File: src/bit_manip_pkg.sv
`timescale 1ns/1ps
// ****************************************************************
// shared constants and types
// ****************************************************************
package bit_manip_pkg;
   // opcodes of the group
   localparam logic [7:0] OP_CAND   = 8'h8B;
   localparam logic [7:0] OP_CXOR   = 8'hAB;
   localparam logic [7:0] OP_CLOAD  = 8'hCB;
   localparam logic [7:0] OP_COR    = 8'h6B;
   localparam logic [7:0] OP_MINV   = 8'h4B;
   localparam logic [7:0] OP_CSTORE = 8'hEB;
   localparam logic [7:0] OP_TST_DP = 8'h0C;
   localparam logic [7:0] OP_TST_AB = 8'h1C;
   localparam logic [7:0] OP_TCLR   = 8'h5C;
   localparam logic [7:0] OP_TSET   = 8'h3C;
   localparam logic [7:0] OP_ACLR   = 8'h2B;
   localparam logic [7:0] OP_ASET   = 8'h0B;
   localparam logic [7:0] OP_CCLR   = 8'h20;
   localparam logic [7:0] OP_CSET   = 8'hA0;
   localparam logic [7:0] OP_GCLR   = 8'h40;
   localparam logic [7:0] OP_GSET   = 8'hC0;
   localparam logic [7:0] OP_VCLR   = 8'h80;
   localparam logic [3:0] OP_DPBIT_LO = 4'h1;   // low nibble of x1 / y1 families
   // execution lengths in core cycles
   localparam logic [2:0] CYC_CAND   = 3'h4;
   localparam logic [2:0] CYC_CXOR   = 3'h5;
   localparam logic [2:0] CYC_CLOAD  = 3'h4;
   localparam logic [2:0] CYC_COR    = 3'h5;
   localparam logic [2:0] CYC_MINV   = 3'h5;
   localparam logic [2:0] CYC_CSTORE = 3'h6;
   localparam logic [2:0] CYC_TST_DP = 3'h4;
   localparam logic [2:0] CYC_TST_AB = 3'h5;
   localparam logic [2:0] CYC_TSTMOD = 3'h6;
   localparam logic [2:0] CYC_DPBIT  = 3'h4;
   localparam logic [2:0] CYC_SHORT  = 3'h2;
   // counter start and step; CNT_CAP: cycle in which a requested read byte is on the data bus
   localparam logic [2:0] CNT_FIRST  = 3'h1;
   localparam logic [2:0] CNT_CAP    = 3'h2;
   localparam logic [2:0] CNT_DONE_ADV = 3'h2;  // done is set this many before the end
   // status word bit positions (N V G B H I Z C)
   localparam int PSW_N = 7;
   localparam int PSW_V = 6;
   localparam int PSW_G = 5;
   localparam int PSW_Z = 1;
   localparam int PSW_C = 0;
   // memory-bit operand word {byte2, byte1}
   localparam int MB_ADDR_MSB = 11;
   localparam int MB_BIT_LSB  = 12;
   localparam int MB_BIT_MSB  = 14;
   localparam int MB_INV_POS  = 15;
   // opcode fields of the direct-page bit families
   localparam int DP_BIT_LSB  = 5;
   localparam int DP_BIT_MSB  = 7;
   localparam int DP_CLR_POS  = 4;
   localparam int ACC_BIT_MSB = 2;
   localparam logic [3:0] MB_ADDR_PAD = 4'h0;
   localparam logic [6:0] DP_PAGE_PAD = 7'h00;
   localparam logic [7:0] BYTE_ZERO   = 8'h00;
   localparam logic [7:0] BYTE_ONE    = 8'h01;
   localparam logic [15:0] ADDR_ZERO  = 16'h0000;
   localparam logic [7:0] PSW_RESET   = 8'h00;

   typedef enum logic [4:0] {
      CL_NONE   = 5'b00000,
      CL_CAND   = 5'b00001,
      CL_COR    = 5'b00010,
      CL_CXOR   = 5'b00011,
      CL_CLOAD  = 5'b00100,
      CL_MINV   = 5'b00101,
      CL_CSTORE = 5'b00110,
      CL_MSET   = 5'b00111,
      CL_MCLR   = 5'b01000,
      CL_TEST   = 5'b01001,
      CL_TSET   = 5'b01010,
      CL_TCLR   = 5'b01011,
      CL_ASET   = 5'b01100,
      CL_ACLR   = 5'b01101,
      CL_CSET   = 5'b01110,
      CL_CCLR   = 5'b01111,
      CL_GSET   = 5'b10000,
      CL_GCLR   = 5'b10001,
      CL_VCLR   = 5'b10010
   } op_class_type;
endpackage

// ****************************************************************
// opcode and operand decode
// ****************************************************************
module bit_op_decode (
   input  wire logic [7:0]                  opcode_i,
   input  wire logic [7:0]                  byte1_i,
   input  wire logic [7:0]                  byte2_i,
   input  wire logic                        page_i,
   output bit_manip_pkg::op_class_type      cls_o,
   output logic      [2:0]                  cyc_o,
   output logic      [15:0]                 addr_o,
   output logic      [2:0]                  bitn_o,
   output logic                             inv_o,
   output logic                             rd_o,
   output logic                             wr_o
);
   import bit_manip_pkg::*;

   logic [15:0] word;
   logic [15:0] mb_addr;
   logic [15:0] dp_addr;
   logic [15:0] ab_addr;

   // operand forms: memory-bit word, direct page (G picks page), absolute
   assign word    = {byte2_i, byte1_i};
   assign mb_addr = {MB_ADDR_PAD, word[MB_ADDR_MSB:0]};
   assign dp_addr = {DP_PAGE_PAD, page_i, byte1_i};
   assign ab_addr = word;

   // class, length and operand per opcode
   always_comb begin
      cls_o  = CL_NONE;
      cyc_o  = CYC_SHORT;
      addr_o = mb_addr;
      bitn_o = word[MB_BIT_MSB:MB_BIT_LSB];
      inv_o  = word[MB_INV_POS];
      rd_o   = 1'b1;
      wr_o   = 1'b0;
      unique case (opcode_i)
         OP_CAND:   begin cls_o = CL_CAND;   cyc_o = CYC_CAND;   end
         OP_CXOR:   begin cls_o = CL_CXOR;   cyc_o = CYC_CXOR;   end
         OP_CLOAD:  begin cls_o = CL_CLOAD;  cyc_o = CYC_CLOAD;  end
         OP_COR:    begin cls_o = CL_COR;    cyc_o = CYC_COR;    end
         OP_MINV:   begin
            cls_o = CL_MINV;
            cyc_o = CYC_MINV;
            wr_o  = 1'b1;
         end
         OP_CSTORE: begin
            cls_o = CL_CSTORE;
            cyc_o = CYC_CSTORE;
            wr_o  = 1'b1;
         end
         OP_TST_DP: begin
            cls_o  = CL_TEST;
            cyc_o  = CYC_TST_DP;
            addr_o = dp_addr;
         end
         OP_TST_AB: begin
            cls_o  = CL_TEST;
            cyc_o  = CYC_TST_AB;
            addr_o = ab_addr;
         end
         OP_TCLR, OP_TSET: begin
            cls_o  = (opcode_i == OP_TCLR) ? CL_TCLR : CL_TSET;
            cyc_o  = CYC_TSTMOD;
            addr_o = ab_addr;
            wr_o   = 1'b1;
         end
         OP_ACLR, OP_ASET: begin
            cls_o  = (opcode_i == OP_ACLR) ? CL_ACLR : CL_ASET;
            bitn_o = byte1_i[ACC_BIT_MSB:0];
            rd_o   = 1'b0;
         end
         OP_CCLR:   begin cls_o = CL_CCLR; rd_o = 1'b0; end
         OP_CSET:   begin cls_o = CL_CSET; rd_o = 1'b0; end
         OP_GCLR:   begin cls_o = CL_GCLR; rd_o = 1'b0; end
         OP_GSET:   begin cls_o = CL_GSET; rd_o = 1'b0; end
         OP_VCLR:   begin cls_o = CL_VCLR; rd_o = 1'b0; end
         default: begin
            // direct-page set / clear families, bit number in the top field
            if (opcode_i[$bits(OP_DPBIT_LO)-1:0] == OP_DPBIT_LO) begin
               cls_o  = opcode_i[DP_CLR_POS] ? CL_MCLR : CL_MSET;
               cyc_o  = CYC_DPBIT;
               addr_o = dp_addr;
               bitn_o = opcode_i[DP_BIT_MSB:DP_BIT_LSB];
               wr_o   = 1'b1;
            end else begin
               rd_o = 1'b0;
            end
         end
      endcase
   end
endmodule // bit_op_decode

File: src/bit_manipulation_exec_unit.sv
`timescale 1ns/1ps
// Functional notes
// - 8B: C and bit, or not bit, 4 cycles
// - test: Z from A and M, N=M7, V=M6
// - direct-page bit clear, flags kept, 4 cycles
// - 2B clears accumulator bit in 2 cycles
// - 20 clears C, A0 sets C, 2 cycles
// - 40 clears G, C0 sets G, 2 cycles
// - 80 clears V in 2 cycles
// - AB: C xor bit or not bit, 5 cycles
// - load carry from bit or not bit, 4 cycles
// - 4B inverts memory bit, 5 cycles
// - 6B: C or bit or not bit, 5 cycles
// - direct-page bit set, flags kept, 4 cycles
// - 0B sets accumulator bit in 2 cycles
// - EB stores C into memory bit, 6 cycles
// - 5C: N,Z from A-M, write M and not A
// - 3C: N,Z from A-M, write M or A
module bit_manipulation_exec_unit (
   input  wire logic        clk_sys_i,
   input  wire logic        nrst_i,
   input  wire logic        start_i,
   input  wire logic [7:0]  opcode_i,
   input  wire logic [7:0]  byte1_i,
   input  wire logic [7:0]  byte2_i,
   input  wire logic [7:0]  acc_i,
   input  wire logic [7:0]  psw_i,
   input  wire logic [7:0]  mem_rdata_i,
   output logic             busy_o,
   output logic             done_o,
   output logic             illegal_o,
   output logic [7:0]       acc_o,
   output logic [7:0]       psw_o,
   output logic             mem_rd_o,
   output logic             mem_wr_o,
   output logic [15:0]      mem_addr_o,
   output logic [7:0]       mem_wdata_o
);
   import bit_manip_pkg::*;

   // ****************************************************************
   // reset release
   // ****************************************************************
   logic rst_meta_ff;
   logic rst_sync_ff;

   // asynchronous assert, release through two flops
   // all flops leave reset on one edge
   // assert stays async for a dead clock
   always_ff @(posedge clk_sys_i or negedge nrst_i) begin
      if (!nrst_i) begin
         rst_meta_ff <= 1'b0;
         rst_sync_ff <= 1'b0;
      end else begin
         rst_meta_ff <= 1'b1;
         rst_sync_ff <= rst_meta_ff;
      end
   end

   // ****************************************************************
   // decode
   // ****************************************************************
   op_class_type dec_cls;
   logic [2:0]   dec_cyc;
   logic [15:0]  dec_addr;
   logic [2:0]   dec_bitn;
   logic         dec_inv;
   logic         dec_rd;
   logic         dec_wr;

   // page flag taken from the status word presented with the opcode
   // inputs are used only at the start edge
   // so the core may move on while busy
   bit_op_decode u_decode (
      .opcode_i (opcode_i),
      .byte1_i  (byte1_i),
      .byte2_i  (byte2_i),
      .page_i   (psw_i[PSW_G]),
      .cls_o    (dec_cls),
      .cyc_o    (dec_cyc),
      .addr_o   (dec_addr),
      .bitn_o   (dec_bitn),
      .inv_o    (dec_inv),
      .rd_o     (dec_rd),
      .wr_o     (dec_wr)
   );

   // one-hot mask of a bit number; used for memory and accumulator paths
   // one function, one bit order for both
   function automatic logic [7:0] bit_mask(input logic [2:0] n);
      bit_mask = BYTE_ONE << n;
   endfunction

   // ****************************************************************
   // sequencing
   // ****************************************************************
   // cycle plan, n-cycle form:
   //   c0   start seen, context copied
   //   c1   busy, read strobe, address
   //   c2   read byte in, results built
   //   c3.. spacing to the form's length
   //   cn-1 done, write strobe if any
   //   cn   free, next start taken
   // short forms end in c1, no strobes
   logic         busy_ff;
   logic         done_ff;
   logic         illegal_ff;
   logic [2:0]   cnt_ff;
   logic [2:0]   tot_ff;
   op_class_type cls_ff;
   logic [2:0]   bitn_ff;
   logic         inv_ff;
   logic         wr_need_ff;
   logic         accept;
   logic         capture;
   logic         last_cycle;
   logic         before_last;

   // a start while busy is dropped; the core waits for done
   // dropping, not queueing: no buffer
   assign accept      = start_i && !busy_ff && (dec_cls != CL_NONE);
   assign capture     = busy_ff && (cnt_ff == CNT_CAP);
   assign before_last = busy_ff && (cnt_ff == (tot_ff - CNT_DONE_ADV));
   assign last_cycle  = busy_ff && (cnt_ff == (tot_ff - CNT_FIRST));

   // cycle counter: the start cycle is cycle 0
   // three bits cover six cycles
   always_ff @(posedge clk_sys_i or negedge rst_sync_ff) begin
      if (!rst_sync_ff) begin
         cnt_ff <= 3'h0;
      end else if (accept) begin
         cnt_ff <= CNT_FIRST;
      end else if (busy_ff) begin
         cnt_ff <= cnt_ff + CNT_FIRST;
      end
   end

   // busy from cycle 1 through the last cycle of the instruction
   // busy falls at the end of cycle n-1
   always_ff @(posedge clk_sys_i or negedge rst_sync_ff) begin
      if (!rst_sync_ff) begin
         busy_ff <= 1'b0;
      end else if (accept) begin
         busy_ff <= 1'b1;
      end else if (last_cycle) begin
         busy_ff <= 1'b0;
      end
   end

   // done marks the last cycle; short ops end in cycle 1
   // short forms have no c2, set at start
   always_ff @(posedge clk_sys_i or negedge rst_sync_ff) begin
      if (!rst_sync_ff) begin
         done_ff <= 1'b0;
      end else if (accept) begin
         done_ff <= (dec_cyc == CYC_SHORT);
      end else begin
         done_ff <= before_last;
      end
   end

   // unknown opcode reported for one cycle, nothing else happens
   // no state moves for an illegal start
   always_ff @(posedge clk_sys_i or negedge rst_sync_ff) begin
      if (!rst_sync_ff) begin
         illegal_ff <= 1'b0;
      end else begin
         illegal_ff <= start_i && !busy_ff && (dec_cls == CL_NONE);
      end
   end

   // instruction context held for the whole execution
   // tot_ff resets short, compares defined
   always_ff @(posedge clk_sys_i or negedge rst_sync_ff) begin
      if (!rst_sync_ff) begin
         tot_ff     <= CYC_SHORT;
         cls_ff     <= CL_NONE;
         bitn_ff    <= 3'h0;
         inv_ff     <= 1'b0;
         wr_need_ff <= 1'b0;
      end else if (accept) begin
         tot_ff     <= dec_cyc;
         cls_ff     <= dec_cls;
         bitn_ff    <= dec_bitn;
         inv_ff     <= dec_inv;
         wr_need_ff <= dec_wr;
      end
   end

   // ****************************************************************
   // data path
   // ****************************************************************
   logic [7:0]  acc_ff;
   logic [7:0]  psw_ff;
   logic [7:0]  mask;
   logic        mbit;
   logic [7:0]  diff;
   logic [7:0]  nxt_wdata;
   logic [7:0]  nxt_psw;

   // mbit carries the optional inversion,
   // so both forms share one equation
   // diff feeds N and Z of test-and-modify
   assign mask = bit_mask(bitn_ff);
   assign mbit = ((mem_rdata_i & mask) != BYTE_ZERO) ^ inv_ff;
   assign diff = acc_ff - mem_rdata_i;

   // memory byte to write back, built from the byte on the bus
   // valid in the capture cycle only
   always_comb begin
      nxt_wdata = mem_rdata_i;
      unique case (cls_ff)
         CL_MINV:   nxt_wdata = mem_rdata_i ^ mask;
         CL_MSET:   nxt_wdata = mem_rdata_i | mask;
         CL_MCLR:   nxt_wdata = mem_rdata_i & ~mask;
         CL_CSTORE: nxt_wdata = psw_ff[PSW_C] ? (mem_rdata_i | mask)
                                              : (mem_rdata_i & ~mask);
         CL_TCLR:   nxt_wdata = mem_rdata_i & ~acc_ff;
         CL_TSET:   nxt_wdata = mem_rdata_i | acc_ff;
         default:   nxt_wdata = mem_rdata_i;
      endcase
   end

   // flags from the byte on the bus; only the named bits move
   // unnamed bits pass through from psw_ff
   always_comb begin
      nxt_psw = psw_ff;
      unique case (cls_ff)
         CL_CAND:  nxt_psw[PSW_C] = psw_ff[PSW_C] & mbit;
         CL_COR:   nxt_psw[PSW_C] = psw_ff[PSW_C] | mbit;
         CL_CXOR:  nxt_psw[PSW_C] = psw_ff[PSW_C] ^ mbit;
         CL_CLOAD: nxt_psw[PSW_C] = mbit;
         CL_TEST: begin
            nxt_psw[PSW_Z] = ((acc_ff & mem_rdata_i) == BYTE_ZERO);
            nxt_psw[PSW_N] = mem_rdata_i[PSW_N];
            nxt_psw[PSW_V] = mem_rdata_i[PSW_V];
         end
         CL_TCLR, CL_TSET: begin
            nxt_psw[PSW_N] = diff[PSW_N];
            nxt_psw[PSW_Z] = (diff == BYTE_ZERO);
         end
         default: nxt_psw = psw_ff;
      endcase
   end

   // status word: loaded at start, short ops applied there,
   // memory forms applied when the read byte arrives
   always_ff @(posedge clk_sys_i or negedge rst_sync_ff) begin
      if (!rst_sync_ff) begin
         psw_ff <= PSW_RESET;
      end else if (accept) begin
         psw_ff <= psw_i;
         unique case (dec_cls)
            CL_CCLR: psw_ff[PSW_C] <= 1'b0;
            CL_CSET: psw_ff[PSW_C] <= 1'b1;
            CL_GCLR: psw_ff[PSW_G] <= 1'b0;
            CL_GSET: psw_ff[PSW_G] <= 1'b1;
            CL_VCLR: psw_ff[PSW_V] <= 1'b0;
            default: psw_ff[PSW_C] <= psw_i[PSW_C];
         endcase
      end else if (capture) begin
         psw_ff <= nxt_psw;
      end
   end

   // accumulator: copied at start, bit forms applied there
   // memory forms return acc_i as is
   always_ff @(posedge clk_sys_i or negedge rst_sync_ff) begin
      if (!rst_sync_ff) begin
         acc_ff <= BYTE_ZERO;
      end else if (accept) begin
         unique case (dec_cls)
            CL_ASET: acc_ff <= acc_i | bit_mask(dec_bitn);
            CL_ACLR: acc_ff <= acc_i & ~bit_mask(dec_bitn);
            default: acc_ff <= acc_i;
         endcase
      end
   end

   // ****************************************************************
   // memory bus
   // ****************************************************************
   // no wait states: a read is answered
   // in the cycle after the strobe, else
   // flags and write byte see stale data
   // the write reuses the read address
   logic        mem_rd_ff;
   logic        mem_wr_ff;
   logic [15:0] mem_addr_ff;
   logic [7:0]  mem_wdata_ff;

   // address held from cycle 1 to the end of the instruction
   // kept after done until the next start
   always_ff @(posedge clk_sys_i or negedge rst_sync_ff) begin
      if (!rst_sync_ff) begin
         mem_addr_ff <= ADDR_ZERO;
      end else if (accept) begin
         mem_addr_ff <= dec_addr;
      end
   end

   // read strobe in cycle 1; byte is expected on the bus in cycle 2
   // short forms never read
   always_ff @(posedge clk_sys_i or negedge rst_sync_ff) begin
      if (!rst_sync_ff) begin
         mem_rd_ff <= 1'b0;
      end else begin
         mem_rd_ff <= accept && dec_rd;
      end
   end

   // write data captured with the read byte, held until the write
   always_ff @(posedge clk_sys_i or negedge rst_sync_ff) begin
      if (!rst_sync_ff) begin
         mem_wdata_ff <= BYTE_ZERO;
      end else if (capture) begin
         mem_wdata_ff <= nxt_wdata;
      end
   end

   // write strobe in the last cycle, so a long op keeps its length
   // wdata has stood since c3
   always_ff @(posedge clk_sys_i or negedge rst_sync_ff) begin
      if (!rst_sync_ff) begin
         mem_wr_ff <= 1'b0;
      end else begin
         mem_wr_ff <= before_last && wr_need_ff;
      end
   end

   // outputs straight from flops
   // no output is a same-cycle path
   assign busy_o      = busy_ff;
   assign done_o      = done_ff;
   assign illegal_o   = illegal_ff;
   assign acc_o       = acc_ff;
   assign psw_o       = psw_ff;
   assign mem_rd_o    = mem_rd_ff;
   assign mem_wr_o    = mem_wr_ff;
   assign mem_addr_o  = mem_addr_ff;
   assign mem_wdata_o = mem_wdata_ff;

endmodule // bit_manipulation_exec_unit

File: config.mk
export PLATFORM = sky130hd
export DESIGN_NAME = bit_manipulation_exec_unit
export DESIGN_NICKNAME = d
export VERILOG_FILES = /design/src/bit_manip_pkg.sv /design/src/bit_manipulation_exec_unit.sv
export SDC_FILE = /design/constraint.sdc
export NUM_CORES = 1
export LEC_CHECK = 0
export ABC_AREA = 1
export BUFFER_PORTS_ARGS = -buffer_cell sky130_fd_sc_hd__clkbuf_2
export CORE_MARGIN = 3
export CORE_UTILIZATION = 35
export DETAILED_ROUTE_END_ITERATION = 10
export GPL_TIMING_DRIVEN = 0
export PLACE_DENSITY = 0.65
export SYNTH_ARGS = -nofsm -noshare
export SYNTH_HDL_FRONTEND = slang
export SYNTH_SLANG_ARGS = --single-unit
File: constraint.sdc
create_clock -name clk_sys_i -period 2.2 [get_ports clk_sys_i]
set_input_delay 0.55 -clock clk_sys_i [delete_from_list [all_inputs] [get_ports clk_sys_i]]
set_output_delay 0.55 -clock clk_sys_i [all_outputs]
set_load 0.02 [all_outputs]
==> impl.org, run 1 <==
** Clock tree
- The H-tree was split into 3 levels.
- Clock tree synthesis found a total of 63 sinks.
- TritonCTS built the clock tree.
- The longest clock path from root to sink contains 2 buffers.
- Clock-pin slew was measured on the worst setup and hold paths at 0.06 ns.
- Root Buffer :: clkbuf_16
- Number of buffers added by the clock tree synthesis step :: 9
- Source-to-sink clock delay at the later pin of the worst-skew pair :: 0.33 ns

** Floorplan
- From bottom edge to top edge, the die measures 126 µm.
- The initial utilization of the core area, before any placement, comes to 35.9%.
- Area enclosed by the die boundary :: 15800 µm²
- Number of rows created at floorplan :: 43
- Number of primary I/O pins :: 96
- In this run the standard cell core region covers 13900 µm².
- Measured along the x axis, the die boundary spans around 130 µm.

** Logic synthesis
- Synthesis produced between 600 and 700 cells.
- The number of nets handed over by synthesis was ~800.
- Sequential area share after synthesis :: 31.6%
- For this run, the leading register cell type out of synthesis is dfrtp_1.
- The Yosys step of the flow raised 0 warnings.
- For this run, asynchronously set or reset flops after synthesis account for 100%.
- Number of enable flip-flop cells after synthesis :: 0
- Post-Syn Area per Cell :: 7.31 µm²
- In this run, synthesis produced a sequential element count of 63.
- In this run, distinct cell masters in the synthesized netlist total 47.
- Post-Syn Area :: about 5000 µm²

** Power and ir drop
- Ratio of total power to cell area :: 1080 nW/µm²
- The internal power of the cells totals roughly 3.9 mW.
- The share of total power dissipated in combinational logic is 46.2%.
- Registers are responsible for 30.9% of the overall power.
- VDD sags by at most 0.606 mV.
- Reported net switching power :: 3.02 mW
- Fraction of power consumed by the clock network :: 22.9%
- Net Sw Frac :: 43.8%
- The analysis attributes to cell leakage a power of 3.30 nW.

** Route
- Via total after detailed routing :: 4943
- Number of DRC markers in iteration 0 :: 262
- First-pass iteration count of the detailed router :: 5
- Total wirelength of the detailed-routed design :: roughly 15 mm
- Routed length per instance :: 15.1 µm
- Routed via count divided by cell count :: 5.01
- The count of nets left with antenna violations once routing finished came out at 0.
- DRC violation count after routing :: 0

** GRT
- Entering global routing, the biggest net connects 35 pins.
- Antenna violations before repair :: 0
- Global routing finished with a remaining overflow of 0.
- Number of global-route vias before repair :: ~4.9k
- Total track usage :: around a fifth
- The first global-routing pass estimated 24.2 mm of wire.

** STA
- Measured against its own limit, the worst slew margin works out to 48.7%.
- After routing, the total negative slack on setup checks comes to -0.291 ns.
- Worst-Margin Slew :: between 0.7 and 0.8 ns
- Worst setup slack after layout :: -0.291 ns
- Setup repair after global routing could not meet its margin everywhere.
- Setup violations remaining at the end of the flow were counted as 1.
- Final Max Tran Viols :: 0
- Worst setup skew after layout :: 0.00853 ns
- Final critical path time including I/O delays and setup :: between 2 and 2.5 ns
- Maximum clock frequency :: about 400 MHz
- Final Hold Fails :: 0
- Share of the clock period used by the worst path after layout :: 113%

** Placed design
- Input and output buffers added on the ports amount to 95.
- RePlAce Congestion :: 0.935
- In this run the cell area measured after placement is 5750 µm².
- Half-perimeter wire length after detailed placement :: 11.4 mm

** Setup path
- Maximum fanout count along the critical path :: 6
- Worst setup path category :: reg2reg
- STA puts the critical path data required time at 2.42 ns.
- Nature of the critical path endpoint :: register
- Worst-path cell chain :: inv_4 > nor3_2 > ha_1 > nor2_2 > nand2_1 > nor2_2 > xor2_1 > inv_1 > ha_1 > nand3_1 > o21ai_1 > nor3_2 > a21oi_2 > a22oi_2 > inv_1
- Maximum single-stage delay on the critical path :: 0.51 ns
- Cell at the slowest stage of the critical path :: dfrtp_2
- Type of element launching the critical path :: register
- Data arrival time of the critical path :: 2.71 ns

** Final layout
- Counting the fill cells in the layout gives 1397.
- Area grow syn2layout :: 27.5%
- Once layout is done, the placed cells without fillers occupy 6370 µm².
- After the last flow step, the layout net total stands at 912.
- The library cell used most frequently in the layout, excluding fill and tap cells, is nand2_1.
- Cells with a size suffix above 1 make up a little over a quarter of the layout.
- Antenna diodes :: 0
- In the layout the commonest cells are nand2_1 (156), clkbuf_2 (92), inv_1 (77).
- Cells fill 45.7% of the core in the end.

** Run status
- The flow ran to the end, but the final reports show violations.
- Violations in the final reports :: setup timing

** Min path
- The worst hold path belongs to the class reg2async.

** Run
- Max-cap violations in this run came to 0.
-- worst paths after layout --
check | from | to | slack (ns) | cells past startpoint
min in group clk_sys_i | rst_meta_ff$_DFF_PN0_ | rst_sync_ff$_DFF_PN0_ | 0.35 | 0
min | rst_sync_ff$_DFF_PN0_ | mem_addr_o[4]$_DFFE_PN0P_ | 0.35 | 0
max in group asynchronous | rst_sync_ff$_DFF_PN0_ | cls_ff[1]$_DFFE_PN0P_ | 1.22 | 1
max reg2reg | bitn_ff[0]$_DFFE_PN0P_ | psw_o[0]$_DFFE_PN0P_ | -0.29 | 15
min reg2reg | rst_sync_ff$_DFF_PN0_ | mem_addr_o[4]$_DFFE_PN0P_ | 0.35 | 0
max | bitn_ff[0]$_DFFE_PN0P_ | psw_o[0]$_DFFE_PN0P_ | -0.29 | 15
-- what timing repair did --
action | CTS | global route
hold endpoints to repair | 2 | 0
pin swaps | 1 | 20
endpoints found under the setup margin | 11 | 46
setup buffers | 0 | 9
gates resized for setup | 12 | 54
hold buffers | 1 | 0
-- cell type report --
| class | count | area (µm²) | share of cell area [%] |
|---|---|---|---|
| multi-input cells | 517 | 3200 | 50.3 |
| flip-flops and latches | 63 | 1590 | 24.9 |
| repair buffers | 106 | 578 | 9.07 |
| inverters | 91 | 354 | 5.56 |
| clock buffers | 11 | 253 | 3.97 |
| well taps | 180 | 225 | 3.53 |
| plain buffers | 13 | 95.1 | 1.49 |
| clock inverters | 5 | 78.8 | 1.24 |
-- power groups by stage --
stage	registers [mW]	clock network [mW]	logic, mW
CTS	2.09	1.61	2.95
finish	2.13	1.58	3.18
global route	2.21	1.66	3.58
floorplan	2.40	0	1.62
detailed placement	2.08	0	2.89
global placement	2.09	0	2.83
-- logic make-up (layout without fill, tap and decap cells) --
logic type | after synthesis | in the layout | share of synthesized area, %
adder cells (fa/ha/maj) | 60 | 60 | 15.0
flip-flops | 63 | 63 | 31.6
AO/OA/AOI/OAI | 120 | 120 | 13.8
AND/OR/NAND/NOR | 329 | 329 | 29.7
other | 1 | 1 | 0.0750
XOR/XNOR | 7 | 7 | 1.23
buffers and inverters | 104 | 226 | 8.61
-- state kept, by name, summed over array words and instances (netlist names) --
name,count
mem_addr_o,16
acc_o,8
mem_wdata_o,8
psw_o,8
cls_ff,5
bitn_ff,3
cnt_ff,3
tot_ff,3
busy_o,1
done_o,1
illegal_o,1
inv_ff,1
mem_rd_o,1
mem_wr_o,1
rst_meta_ff,1
rst_sync_ff,1
wr_need_ff,1
-- synthesized netlist by cell type (all sizes together), types with 3 or more instances --
| cell | n | area [µm²] |
|---|---|---|
| a21oi | 28 | 144 |
| a31oi | 5 | 31.3 |
| buf | 11 | 78.8 |
| dfrtp | 62 | 1550 |
| ha | 60 | 751 |
| inv | 90 | 340 |
| nand2 | 167 | 662 |
| nand3 | 42 | 243 |
| nand4 | 18 | 113 |
| nor2 | 77 | 329 |
| nor3 | 17 | 85.1 |
| nor4 | 3 | 18.8 |
| o2111ai | 3 | 26.3 |
| o211ai | 5 | 37.5 |
| o21ai | 64 | 332 |
| o22ai | 3 | 18.8 |
| or2 | 3 | 18.8 |
| xnor2 | 4 | 35.0 |
| xor2 | 3 | 26.3 |
-- through the flow --
stage | hold slack [ns] | power (mW) | std cells | worst slack, ns
floorplan | 0.254 | 4.02 | 684 | 0.00440
global placement | 0.334 | 4.93 | 959 | -0.508
detailed placement | 0.337 | 4.97 | 960 | -0.469
CTS | 0.351 | 6.65 | 977 | -0.212
global route | 0.367 | 7.45 | 986 | -0.500
finish | 0.347 | 6.89 | 986 | -0.291
-- per-layer routing --
layer / vias to the layer above / GRT usage (%) / part of all wire (%)
li1: 2483 / - / -
met1: 2312 / 24.4 / 45
met5: - / 0 / 0
met2: 133 / 32.9 / 49
met3: 15 / 3.67 / 5.0
met4: 0 / 5.74 / 1.4
-- worst max-delay path: cells and delay by family, from the launching register on --
kind            cells  cell delay, ns
flops               1            0.51
compound gates      3            0.29
xor+xnor            1            0.16
fa+ha+maj           2            0.50
buf+inv             3            0.23
simple gates        6            0.68
Power figures use the tool's default switching activity.
==> run 2: changes to the inputs <==
Settings changed: REMOVE_ABC_BUFFERS from default to 1.
==> impl.org, run 2 (synthesis gave the netlist of run 1 again) <==
** GRT
- Global-route wire length before repair :: 23.1 mm (-4.5%)
- met2 is the most crowded layer.
- The overall global routing resource usage is 18.2% (-0.99 points).
- The pin count of the biggest net entering global routing was 62 (+77%).
- The total grt overflow was 0 (unchanged).
- Number of global-route vias before repair :: 4657 (-4.3%)
- Met2 layer usage reported by global route :: 30.2% (-2.7 points)
- Met1 track demand over resource :: 23.2% (-1.3 points)
- The met3 global-route usage is 5.47% (+1.8 points).
- Antenna violations before repair :: 0 (unchanged)

** Setup path
- Top delay family on crit path :: simple AND/OR/NAND/NOR gates
- Reg-to-reg setup timing slack :: -0.20 ns (+0.09 ns)
- Type of element launching the critical path :: register
- Buffering stage count on the worst path with inverters included :: 3 (unchanged)
- The worst setup path is captured at a register.
- Worst Path Required :: 2.42 ns (about the same)
- The signal on the critical path passes through inv_2 > nor3_4 > ha_1 > nor2_1 > nand2_1 > nor2_4 > xor2_2 > inv_1 > ha_1 > nand3_1 > o21ai_0 > nor3_1 > a21oi_1 > a22oi_1 > inv_1.
- The delay contributed by the slowest stage of the critical path came to 0.48 ns (-0.03 ns).
- Data arrival time of the critical path :: 2.62 ns (-0.09 ns)
- The maximum net fanout on the critical path was 6 (unchanged).
- Worst setup path category :: reg2reg
- Cell at the slowest stage of the critical path :: dfrtp_2

** Final layout
- Design Area, Final :: 6360 µm² (-0.24%)
- In the layout the commonest cells are nand2_1 (149), clkbuf_2 (90), inv_1 (76).
- Utilization of the core after routing :: 45.6% (-0.11 points)
- The count of nets after finishing was 907 (-0.55%).
- Largest register FFs :: 16 (unchanged)
- Leaving out fill and tap cells, the most frequent cell in the layout is nand2_1.
- The number of standard cells in the layout, taps in and fillers out came to 981 (-0.51%).
- Fraction of final layout cells sized beyond drive strength 1 :: 27.5% (+0.17 points)
- The filler cell count came to 1442 (+3.2%).
- The area growth from synthesis to layout is 27.2%.
- The number of antenna diodes was 0 (unchanged).

** Power and ir drop
- Ratio of total power to cell area :: 1050 nW/µm² (-3.0%)
- Fraction of power consumed by the clock network :: 21.8% (-1.1 points)
- Combinational Power Share :: 46.2% (about the same)
- Reported net switching power :: 3.01 mW (-0.20%)
- Worst-case vdd ir drop :: 0.604 mV (-0.36%)
- Net Sw Frac :: 45.2% (+1.4 points)
- The proportion of power drawn by flip-flops and latches is 32.0% (+1.1 points).
- Leak pwr :: 3.28 nW (-0.54%)
- Cell internal pwr :: 3.66 mW (-5.5%)
- Tot Pwr :: 6.67 mW (-3.2%)

** Clock tree
- The number of buffers inserted during clock tree synthesis came to 9 (unchanged).
- The cell sitting at the root of the clock tree is a clkbuf_16.
- TritonCTS built the clock tree.
- The clock network latency to the later pin of the worst-skew pair is 0.34 ns (about the same).
- The post-CTS clock slew at the launch and capture registers of the worst setup and hold paths is 0.06 ns (about the same).
- Deepest level of the CTS H-tree :: 3 (unchanged)
- The CTS sink count is 63 (unchanged).
- Clock Path Buffers :: 2 (unchanged)

** STA
- Setup repair after global routing could not meet its margin everywhere.
- Worst setup slack after layout :: -0.196 ns (+0.0946 ns)
- Maximum clock frequency :: 417 MHz (+3.9%)
- Worst setup skew after layout :: 0.0110 ns (+0.00252 ns)
- The share of the clock period used by the worst path after layout came to 109% (-4.3 points).
- The count of pins over their slew limit is 0 (unchanged).
- The post-layout minimum cycle time was 2.40 ns (-0.0946 ns).
- The normalized max-slew margin was 43.8% (-4.9 points).
- The transition time at the pin with the least slew margin is 0.840 ns (+0.0704 ns).
- The number of setup violations in the final report is 1 (unchanged).
- The number of hold violations in the final report came to 0 (unchanged).
- The setup total negative slack was -0.196 ns (+0.0946 ns).

** Floorplan
- Area of the core :: 13900 µm² (unchanged)
- Effective utilization at floorplan :: 35.9% (unchanged)
- Number of rows created at floorplan :: 43 (unchanged)
- The height of the die is 126 µm (unchanged).
- The area of the die was 15800 µm² (unchanged).
- Die extent in x :: 126 µm (unchanged)
- Number of primary I/O pins :: 96 (unchanged)

** Route
- The total wire length was 14.8 mm (-1.2%).
- DRC violation count after routing :: 0 (unchanged)
- The routed via count divided by cell count was 5.01 (about the same).
- The count of TritonRoute iterations in the first routing pass is 5 (unchanged).
- The routed wire length per instance is 15.0 µm (-0.69%).
- The number of vias in the routed layout was 4916 (-0.55%).
- The number of routed nets with antenna violations came to 0 (unchanged).
- The violation count after the first detailed-routing iteration was 345 (+32%).

** Min path
- In this run the worst hold path is classified as reg2reg.

** Placed design
- RePlAce Congestion :: 0.932 (-0.33%)
- Count of input and output buffers :: 95 (unchanged)
- The area of placed instances came to 5620 µm² (-2.3%).
- The HPWL after detailed placement is 10.2 mm (-10%).
- Cells after DPL :: 946 (-1.5%)

** Run status
- Status :: complete, but fails checks
- The final reports fail on setup timing.

** Run
- Number of maximum-capacitance constraint violations :: 0 (unchanged)
[run 2: cell types whose count changed in the layout (fill, tap and decap cells not counted), moves of 4 or more]
| cell | change |
|---|---|
| buf_6 | -4 |
| clkinvlp_4 | +4 |
| nand2_1 | -7 |
| nand2_2 | +4 |
| nand2_4 | +5 |
| nor2_2 | -4 |
| nor2_4 | +7 |
| nor3_2 | +4 |
| nor3_4 | -5 |
[run 2: final timing paths]
kind	start	end	cells past startpoint
setup / recovery	bitn_ff[2]$_DFFE_PN0P_	psw_o[0]$_DFFE_PN0P_	15
hold / removal	rst_meta_ff$_DFF_PN0_	rst_sync_ff$_DFF_PN0_	0
setup reg to reg	bitn_ff[2]$_DFFE_PN0P_	psw_o[0]$_DFFE_PN0P_	15
hold reg to reg	rst_meta_ff$_DFF_PN0_	rst_sync_ff$_DFF_PN0_	0
max in group asynchronous	rst_sync_ff$_DFF_PN0_	bitn_ff[1]$_DFFE_PN0P_	0
min in group asynchronous	rst_sync_ff$_DFF_PN0_	psw_o[4]$_DFFE_PN0P_	0
[run 2: area by class of cell]
cell class,count,area [µm²],area share [%]
clock buffers,10,229,3.60
repair buffers,112,638,10.0
well taps,180,225,3.54
inverters,91,365,5.75
clock inverters,6,70.1,1.10
multi-input cells,519,3240,51.0
flip-flops and latches,63,1590,25.0
[run 2: metal layers]
layer	vias to the layer above	part of all wire [%]
met1	2267	44
met2	143	47
met3	22	6.5
li1	2484	-
met5	-	0
met4	0	1.9
[run 2: through the flow]
stage / hold WS [ns] / worst slack (ns)
detailed placement: 0.338 / -1.18
global route: 0.375 / -0.331
finish: 0.353 / -0.196
global placement: 0.334 / -1.18
floorplan: 0.254 / -0.376
CTS: 0.357 / -0.174
[run 2: repair_timing]
action	CTS	global route
hold buffers	1	0
buffers inserted	1	15
hold endpoints to repair	2	0
resized for setup	23	62
gates cloned	1	1
endpoints found under the setup margin	59	40
pin swaps	2	11
[run 2: power groups by stage]
stage          combinational [mW]  sequential [mW]  clock [mW]
2_1_floorplan                1.56             2.40           0
3_3_place_gp                 2.76             2.09           0
3_5_place_dp                 2.80             2.09           0
4_1_cts                      2.91             2.11        1.49
5_1_grt                      3.47             2.20        1.55
6_report                     3.08             2.13        1.46
